## src/pkg/egw_pkg.sv

```systemverilog
// Package for the enable-gated watchdog timer: timing, register map and state types
package egw_pkg;

    localparam int unsigned CLOCK_HZ     = 200_000_000;
    localparam int unsigned CLOCK_NS     = 5;

    // Timing figures in their own units
    localparam int unsigned T_RST_MS     = 200;
    localparam int unsigned T_WD_LONG_MS = 1600;
    localparam int unsigned T_WD_SHORT_MS = 200;
    localparam int unsigned T_EN_OUT_NS  = 200;

    // Derived cycle counts
    localparam longint unsigned CYC_PER_MS = longint'(CLOCK_HZ) / 64'd1000;
    localparam longint unsigned RST_CYC_D  = longint'(T_RST_MS) * CYC_PER_MS;
    localparam longint unsigned WDL_CYC_D  = longint'(T_WD_LONG_MS) * CYC_PER_MS;
    localparam longint unsigned WDS_CYC_D  = longint'(T_WD_SHORT_MS) * CYC_PER_MS;
    localparam int unsigned     EN_OUT_CYC = (T_EN_OUT_NS + CLOCK_NS - 1) / CLOCK_NS;

    localparam int unsigned CNT_W = 32;

    // Register map
    localparam logic [3:0] ADDR_CTRL   = 4'h0;
    localparam logic [3:0] ADDR_STATUS = 4'h4;
    localparam logic [3:0] ADDR_IRQ    = 4'h8;
    localparam logic [3:0] ADDR_MASK   = 4'hc;

    // Control fields
    localparam int unsigned CTRL_SEL_BIT = 0;
    localparam int unsigned CTRL_CAP_BIT = 1;
    localparam int unsigned CTRL_EN_BIT  = 2;
    localparam logic [2:0]  CTRL_RESET   = 3'h5;

    // Interrupt bits
    localparam int unsigned IRQ_W       = 2;
    localparam int unsigned IRQ_TIMEOUT = 0;
    localparam int unsigned IRQ_RELEASE = 1;

    typedef enum logic [3:0] {
        ST_OFF   = 4'h1,
        ST_DELAY = 4'h2,
        ST_WATCH = 4'h4,
        ST_RESET = 4'h8
    } egw_state_type;

    typedef struct packed {
        logic [3:0]  addr;
        logic [31:0] wdata;
        logic        wr;
        logic        rd;
    } egw_bus_type;

endpackage

```

## src/hdl/egw_top.sv

```systemverilog
// Enable-gated watchdog timer with register port and interrupt
`timescale 1ns/1ps
module egw_top
    import egw_pkg::*;
#(
    parameter logic [CNT_W-1:0] RST_CYC = CNT_W'(RST_CYC_D),
    parameter logic [CNT_W-1:0] WDL_CYC = CNT_W'(WDL_CYC_D),
    parameter logic [CNT_W-1:0] WDS_CYC = CNT_W'(WDS_CYC_D)
) (
    input  wire logic        i_clock,
    input  wire logic        i_resetn,
    input  wire logic        i_kick_input,
    input  wire logic        i_enable,
    input  wire logic        i_timeout_select_input,
    input  wire logic        i_timing_capacitor_pin,
    input  wire logic [3:0]  i_addr,
    input  wire logic [31:0] i_wdata,
    input  wire logic        i_wr,
    input  wire logic        i_rd,
    output logic      [31:0] o_rdata,
    output logic             o_irq,
    output logic             o_timeout_reset_output,
    output logic             o_timeout_reset_output_oe,
    output logic             o_enable_follow_output,
    output logic             o_enable_follow_output_oe
);

    // ==========================================================
    // State
    typedef struct packed {
        logic [2:0]       kick_sync;
        logic [2:0]       en_sync;
        logic [2:0]       sel_sync;
        logic [2:0]       cap_sync;
        logic             kick_st;
        logic             en_st;
        logic             sel_st;
        logic             cap_st;
        egw_state_type    state;
        logic [CNT_W-1:0] cnt;
        logic [7:0]       en_low_cnt;
        logic             follow_low;
        logic [2:0]       ctrl;
        logic [IRQ_W-1:0] irq;
        logic [IRQ_W-1:0] mask;
        logic [31:0]      rdata;
    } egw_regs_type;

    egw_regs_type regs_r;
    egw_regs_type regs_nxt;
    egw_bus_type  bus;

    logic             en_eff;
    logic             sel_eff;
    logic             cap_eff;
    logic             kick_fall;
    logic [CNT_W-1:0] timeout_cyc;
    logic [IRQ_W-1:0] irq_set;

    assign bus = '{addr: i_addr, wdata: i_wdata, wr: i_wr, rd: i_rd};

    // Software may override the enable and select pins by clearing their control bits, the capacitor pin by setting its bit
    assign en_eff  = regs_r.en_st & regs_r.ctrl[CTRL_EN_BIT];
    assign sel_eff = regs_r.sel_st & regs_r.ctrl[CTRL_SEL_BIT];
    assign cap_eff = regs_r.cap_st | regs_r.ctrl[CTRL_CAP_BIT];
    // Capacitor pin high means pulled up; low means open
    assign timeout_cyc = cap_eff ? WDS_CYC : WDL_CYC;

    // ==========================================================
    // Next state
    always_comb begin
        regs_nxt = regs_r;
        irq_set  = '0;
        kick_fall = 1'b0;

        regs_nxt.kick_sync = {regs_r.kick_sync[1:0], i_kick_input};
        regs_nxt.en_sync   = {regs_r.en_sync[1:0], i_enable};
        regs_nxt.sel_sync  = {regs_r.sel_sync[1:0], i_timeout_select_input};
        regs_nxt.cap_sync  = {regs_r.cap_sync[1:0], i_timing_capacitor_pin};
        // A change counts once the second and third stages agree
        if (regs_r.kick_sync[1] == regs_r.kick_sync[2]) begin
            regs_nxt.kick_st = regs_r.kick_sync[2];
            kick_fall = regs_r.kick_st & ~regs_r.kick_sync[2];
        end
        if (regs_r.en_sync[1] == regs_r.en_sync[2]) begin
            regs_nxt.en_st = regs_r.en_sync[2];
        end
        if (regs_r.sel_sync[1] == regs_r.sel_sync[2]) begin
            regs_nxt.sel_st = regs_r.sel_sync[2];
        end
        if (regs_r.cap_sync[1] == regs_r.cap_sync[2]) begin
            regs_nxt.cap_st = regs_r.cap_sync[2];
        end

        // Enable-follow pull-down after the propagation delay
        if (en_eff) begin
            regs_nxt.en_low_cnt = '0;
        end else if (regs_r.en_low_cnt < 8'(EN_OUT_CYC - 1)) begin
            regs_nxt.en_low_cnt = regs_r.en_low_cnt + 8'h01;
        end else begin
            regs_nxt.follow_low = 1'b1;
        end

        case (regs_r.state)
            ST_OFF: begin
                if (en_eff) begin
                    regs_nxt.state = ST_DELAY;
                    regs_nxt.cnt   = '0;
                end
            end
            ST_DELAY: begin
                if (regs_r.cnt >= RST_CYC - 1) begin
                    regs_nxt.state      = ST_WATCH;
                    regs_nxt.cnt        = '0;
                    regs_nxt.follow_low = 1'b0;
                    irq_set[IRQ_RELEASE] = 1'b1;
                end else begin
                    regs_nxt.cnt = regs_r.cnt + 1'b1;
                end
            end
            ST_WATCH: begin
                if (!sel_eff) begin
                    regs_nxt.cnt = '0;
                end else if (kick_fall) begin
                    regs_nxt.cnt = '0;
                end else if (regs_r.cnt >= timeout_cyc - 1) begin
                    regs_nxt.state = ST_RESET;
                    regs_nxt.cnt   = '0;
                    irq_set[IRQ_TIMEOUT] = 1'b1;
                end else begin
                    regs_nxt.cnt = regs_r.cnt + 1'b1;
                end
            end
            ST_RESET: begin
                // Kicks are not looked at here
                if (regs_r.cnt >= RST_CYC - 1) begin
                    regs_nxt.state = ST_WATCH;
                    regs_nxt.cnt   = '0;
                end else begin
                    regs_nxt.cnt = regs_r.cnt + 1'b1;
                end
            end
            default: begin
                regs_nxt.state = ST_OFF;
                regs_nxt.cnt   = '0;
            end
        endcase

        // Enable low wins over the next state and count: single reset cycle or permanent off
        if (!en_eff) begin
            regs_nxt.state = ST_OFF;
            regs_nxt.cnt   = '0;
        end

        // Register port
        regs_nxt.rdata = '0;
        if (bus.rd) begin
            case (bus.addr)
                ADDR_CTRL:   regs_nxt.rdata = {29'h0, regs_r.ctrl};
                ADDR_STATUS: regs_nxt.rdata = {24'h0, regs_r.follow_low, en_eff, sel_eff,
                                               cap_eff, regs_r.state};
                ADDR_IRQ:    regs_nxt.rdata = {30'h0, regs_r.irq};
                ADDR_MASK:   regs_nxt.rdata = {30'h0, regs_r.mask};
                default:     regs_nxt.rdata = '0;
            endcase
        end
        if (bus.wr && bus.addr == ADDR_CTRL) begin
            regs_nxt.ctrl = bus.wdata[2:0];
        end
        if (bus.wr && bus.addr == ADDR_MASK) begin
            regs_nxt.mask = bus.wdata[IRQ_W-1:0];
        end
        // Set beats a same-cycle write-one clear
        if (bus.wr && bus.addr == ADDR_IRQ) begin
            regs_nxt.irq = (regs_r.irq & ~bus.wdata[IRQ_W-1:0]) | irq_set;
        end else begin
            regs_nxt.irq = regs_r.irq | irq_set;
        end

        if (!i_resetn) begin
            regs_nxt = '0;
            // Kick stages start at the idle level so leaving reset shows no false edge
            regs_nxt.kick_sync  = 3'h7;
            regs_nxt.kick_st    = 1'b1;
            regs_nxt.state      = ST_OFF;
            regs_nxt.follow_low = 1'b1;
            regs_nxt.ctrl       = CTRL_RESET;
        end
    end

    always_ff @(posedge i_clock) begin
        regs_r <= regs_nxt;
    end

    // ==========================================================
    // Outputs: open-drain pins only ever drive low
    assign o_timeout_reset_output    = 1'b0;
    assign o_timeout_reset_output_oe = (regs_r.state == ST_RESET);
    assign o_enable_follow_output    = 1'b0;
    assign o_enable_follow_output_oe = regs_r.follow_low;
    assign o_rdata = regs_r.rdata;
    assign o_irq   = |(regs_r.irq & regs_r.mask);
endmodule

```

## config.mk

```make
export PLATFORM = sky130hd
export DESIGN_NAME = egw_top
export DESIGN_NICKNAME = d
export VERILOG_FILES = /design/src/pkg/egw_pkg.sv /design/src/hdl/egw_top.sv
export SDC_FILE = /design/constraint.sdc
export NUM_CORES = 1
export LEC_CHECK = 0
export BUFFER_PORTS_ARGS = -buffer_cell sky130_fd_sc_hd__buf_2
export CAP_MARGIN = 10
export CORE_MARGIN = 5
export CORE_UTILIZATION = 49
export CTS_BUF_LIST = sky130_fd_sc_hd__clkbuf_16
export DETAILED_ROUTE_END_ITERATION = 8
export PLACE_DENSITY_LB_ADDON = 0.15
export SLEW_MARGIN = 25
export SYNTH_ARGS = -nofsm -noshare
export SYNTH_HDL_FRONTEND = slang
export SYNTH_SLANG_ARGS = --single-unit
```

## constraint.sdc

```tcl
create_clock -name i_clock -period 3.36 [get_ports i_clock]
set_clock_uncertainty 0.1 [all_clocks]
set_input_delay 0.672 -clock i_clock [delete_from_list [all_inputs] [get_ports i_clock]]
set_output_delay 0.672 -clock i_clock [all_outputs]
set_load 0.01 [all_outputs]
```

==> run_summary.xml <==
<?xml version="1.0" encoding="UTF-8"?>
<metrics>
  <group name="drt">
    <metric name="viasPerCell" unit="">4.99</metric>
    <metric name="finalWirelength" unit="um">6540</metric>
    <metric name="drt_iter0_markers" unit="">74</metric>
    <metric name="drtPass1Iterations" unit="">4</metric>
    <metric name="route.detailed.wl_per_inst" unit="um">12.5</metric>
    <metric name="num_vias" unit="">2615</metric>
    <metric name="ant_nets" unit="">0</metric>
    <metric name="detail_route.drc_violations" unit="">0</metric>
  </group>
  <group name="layout">
    <metric name="layout-drive-gt1-share" unit="%">20.2</metric>
    <metric name="finish.net_count" unit="">472</metric>
    <metric name="antenna_cells_inserted" unit="">0</metric>
    <metric name="areaGrowthSynthToFinish" unit="%">9.10</metric>
    <metric name="finish.instance_area" unit="sq mm">0.00403</metric>
    <metric name="utilization" unit="%">55.3</metric>
  </group>
  <group name="clocking">
    <metric name="tritoncts" unit="">done</metric>
    <metric name="worstSkewPairLatency" unit="ps">330</metric>
    <metric name="post_cts.resized_instances" unit="">0</metric>
    <metric name="maximum_root_to_sink_buffer_count" unit="">2</metric>
    <metric name="clkTransAtPathRegs" unit="ps">60</metric>
    <metric name="ctsHoldBuffers" unit="">0</metric>
    <metric name="ctsRootBufferMaster" unit="">clkbuf_16</metric>
    <metric name="clock-sinks" unit="">76</metric>
    <metric name="htree_levels" unit="">3</metric>
    <metric name="numCtsBuffers" unit="">9</metric>
    <metric name="postCtsSetupRepairBufs" unit="">0</metric>
  </group>
  <group name="power_and_ir_drop">
    <metric name="internal_power" unit="mW">1.44</metric>
    <metric name="ir_worst_vdd" unit="V">0.000377</metric>
    <metric name="p_sw" unit="mW">0.430</metric>
    <metric name="p_leak" unit="nW">1.57</metric>
    <metric name="combinationalPowerShare" unit="%">3.2</metric>
    <metric name="power_density_normalized_to_cell_area" unit="mW/mm^2">464</metric>
    <metric name="share_seq_of_total_power" unit="%">49.1</metric>
    <metric name="p_sw_share" unit="%">22.9</metric>
    <metric name="power.share.clock" unit="%">47.7</metric>
  </group>
  <group name="global_route">
    <metric name="grt_pass1_wl" unit="um">11700</metric>
    <metric name="antenna_found_initial" unit="">0</metric>
    <metric name="globalRouteOverflowTotal" unit="">0</metric>
    <metric name="grt_use_total" unit="%">14.8</metric>
    <metric name="grt_pass1_vias" unit="">2480</metric>
    <metric name="grt_start_max_net_pins" unit="">31</metric>
  </group>
  <group name="synth">
    <metric name="synth_enable_flop_cells" unit="">0</metric>
    <metric name="synth_area" unit="sq mm">0.00370</metric>
    <metric name="synth_top_area_cell" unit="">dfxtp_1</metric>
    <metric name="synth_top_cells_by_area" unit="">dfxtp_1 (41%), buf_4 (6.9%), xor2_1 (5.0%)</metric>
    <metric name="dominantRegCellSynth" unit="">dfxtp_1</metric>
    <metric name="yosysSeqAreaShare" unit="%">41.2</metric>
    <metric name="synth_most_common_cell" unit="">dfxtp_1</metric>
    <metric name="synth_warnings" unit="">0</metric>
    <metric name="yosys_register_bits" unit="">76</metric>
    <metric name="yosys.cell_types.count" unit="">59</metric>
    <metric name="synthesis.area_per_instance" unit="sq um">9.24</metric>
    <metric name="ranking_of_synthesized_cells_by_instance_count" unit="">dfxtp_1 (76), buf_4 (34), nand2_1 (32), nor2_1 (31), nor2_2 (29)</metric>
    <metric name="area_fraction_of_the_dominant_cell_type_after_synthesis" unit="%">41.2</metric>
    <metric name="synth_cells" unit="">400</metric>
    <metric name="async_s_r_ff_share_synth" unit="%">0</metric>
  </group>
  <group name="sta">
    <metric name="max_freq" unit="MHz">384</metric>
    <metric name="unrepaired_setup_endpoints_after_global_routing" unit="">false</metric>
    <metric name="setup_violations" unit="">0</metric>
    <metric name="relSlewSlack" unit="%">63.5</metric>
    <metric name="layout_min_cycle_time" unit="ps">2600</metric>
    <metric name="period_share" unit="%">77.4</metric>
    <metric name="worst_pin_slew" unit="ps">544</metric>
    <metric name="hold-worst-slack" unit="ps">307</metric>
    <metric name="maxSlewViolCount" unit="">0</metric>
    <metric name="tns" unit="ps">0</metric>
    <metric name="final_hold_viol_count" unit="">0</metric>
  </group>
  <group name="critical_path">
    <metric name="crit_path_start_kind" unit="">flop</metric>
    <metric name="critical_path_arrival" unit="ps">2720</metric>
    <metric name="cp_data_required_time" unit="ps">3470</metric>
    <metric name="timing.critical_path.cells" unit="">nor2_2, buf_4, inv_1, ha_1, and3_1, nand4_1, nor4b_2, a31oi_2, a22oi_4, buf_12, nor2_2</metric>
    <metric name="worstSetupPathType" unit="">reg2reg</metric>
    <metric name="critical_path.max_stage_delay" unit="ps">340</metric>
    <metric name="worstPathBufferInverterCount" unit="">3</metric>
    <metric name="timing.critical_path.fanout_max" unit="">30</metric>
    <metric name="crit_path_end_kind" unit="">flop</metric>
    <metric name="critical_path.most_common_cell" unit="">nor2_2</metric>
    <metric name="critical_path.slowest_cell" unit="">dfxtp_1</metric>
    <metric name="timing.critical_path.max_delay_family" unit="">simple AND/OR/NAND/NOR gates</metric>
  </group>
  <group name="floorplan">
    <metric name="die_h" unit="um">96.9</metric>
    <metric name="floorplan.die.width" unit="um">96.9</metric>
    <metric name="floorplan.die_area" unit="sq mm">0.00938</metric>
    <metric name="io_pins" unit="">81</metric>
    <metric name="fp.coreArea" unit="sq mm">0.00729</metric>
    <metric name="floorplan.initialDensity" unit="%">50.7</metric>
    <metric name="num_rows" unit="">31</metric>
  </group>
  <group name="run">
    <metric name="cap_viol_max_count" unit="">0</metric>
  </group>
  <group name="run_status">
    <metric name="result_of_the_run" unit="">complete, no violations</metric>
  </group>
  <group name="placement">
    <metric name="placement_stage_cell_area" unit="sq mm">0.00375</metric>
    <metric name="gp_congestion" unit="">0.764</metric>
    <metric name="hpwl" unit="um">4750</metric>
    <metric name="port_buffers" unit="">25</metric>
  </group>
  <group name="min_path">
    <metric name="worst_hold_path_type" unit="">reg2reg</metric>
  </group>
</metrics>
[path summary, 6_finish.rpt]
kind,endpoint,cells after the start,startpoint,slack (ps)
max,regs_r[56],11,regs_r[37],760
min,regs_r[98],1,regs_r[97],310
max reg2reg,regs_r[56],11,regs_r[37],760
min reg2reg,regs_r[98],1,regs_r[97],310
[flip-flops by register name (all words and copies together), names as in the netlist]
register and flops:
o_rdata 8, regs_r 67, o_enable_follow_output_oe 1
[through the flow]
stage / std cells / setup slack, ps / total power [mW]
final: 524 / 759 / 1.87
after global routing: 524 / 496 / 1.96
after CTS: 524 / 729 / 1.91
after detailed placement: 508 / 759 / 0.999
after global placement: 508 / 806 / 0.998
after floorplan: 427 / 1050 / 1.00
[cell usage in the layout (no fill, tap or decap), drive strengths merged, types with 4 or more instances in the layout]
master,netlist,routed
ha,8,8
a211o,4,4
xnor2,13,13
a211oi,5,5
and2,12,12
buf,39,27
nor3,8,8
nand3,16,16
a21oi,6,6
clkbuf,6,9
conb,1,28
nand4,11,11
nand2,32,32
and3,8,8
mux2i,7,7
dfxtp,76,76
xor2,21,21
o21ai,11,11
a21boi,7,7
nand2b,4,4
inv,8,12
nor2,61,61
nor4,4,4
[area by class of cell]
type / count / area [sq um]
inverters: 8 / 30.0
well taps: 99 / 124
clock buffers: 9 / 225
fillers: 708 / 3260
repair buffers: 27 / 153
multi-input cells: 298 / 1930
flip-flops and latches: 76 / 1520
clock inverters: 7 / 55.1
[metal layers]
layer  GRT usage (%)  vias to the layer above  share of wire [%]
met3            4.60                        7                5.2
met5               0                        -                  0
met1            17.7                     1206                 45
li1                -                     1353                  -
met4            4.86                        0                1.0
met2            25.0                       49                 49
[cells by family (layout without fill, tap and decap cells)]
group | after synthesis | in the layout | synth area share, %
and+or+nand+nor | 172 | 172 | 25.9
xor gates and xnor gates | 34 | 34 | 8.05
other | 1 | 28 | 0.101
AOI/OAI and AO/OA | 48 | 48 | 10.1
muxes | 8 | 8 | 2.50
DFF | 76 | 76 | 41.2
buffers and inverters | 53 | 51 | 9.51
adders and majority gates | 8 | 8 | 2.71
[power groups by stage]
stage / Sequential [mW] / Clock, mW / Combinational (mW)
6_report: 0.919 / 0.893 / 0.0601
4_1_cts: 0.919 / 0.927 / 0.0598
3_5_place_dp: 0.939 / 0 / 0.0594
2_1_floorplan: 0.938 / 0 / 0.0664
3_3_place_gp: 0.939 / 0 / 0.0585
5_1_grt: 0.920 / 0.967 / 0.0683
Note: power is estimated with default switching activity, not from simulation.
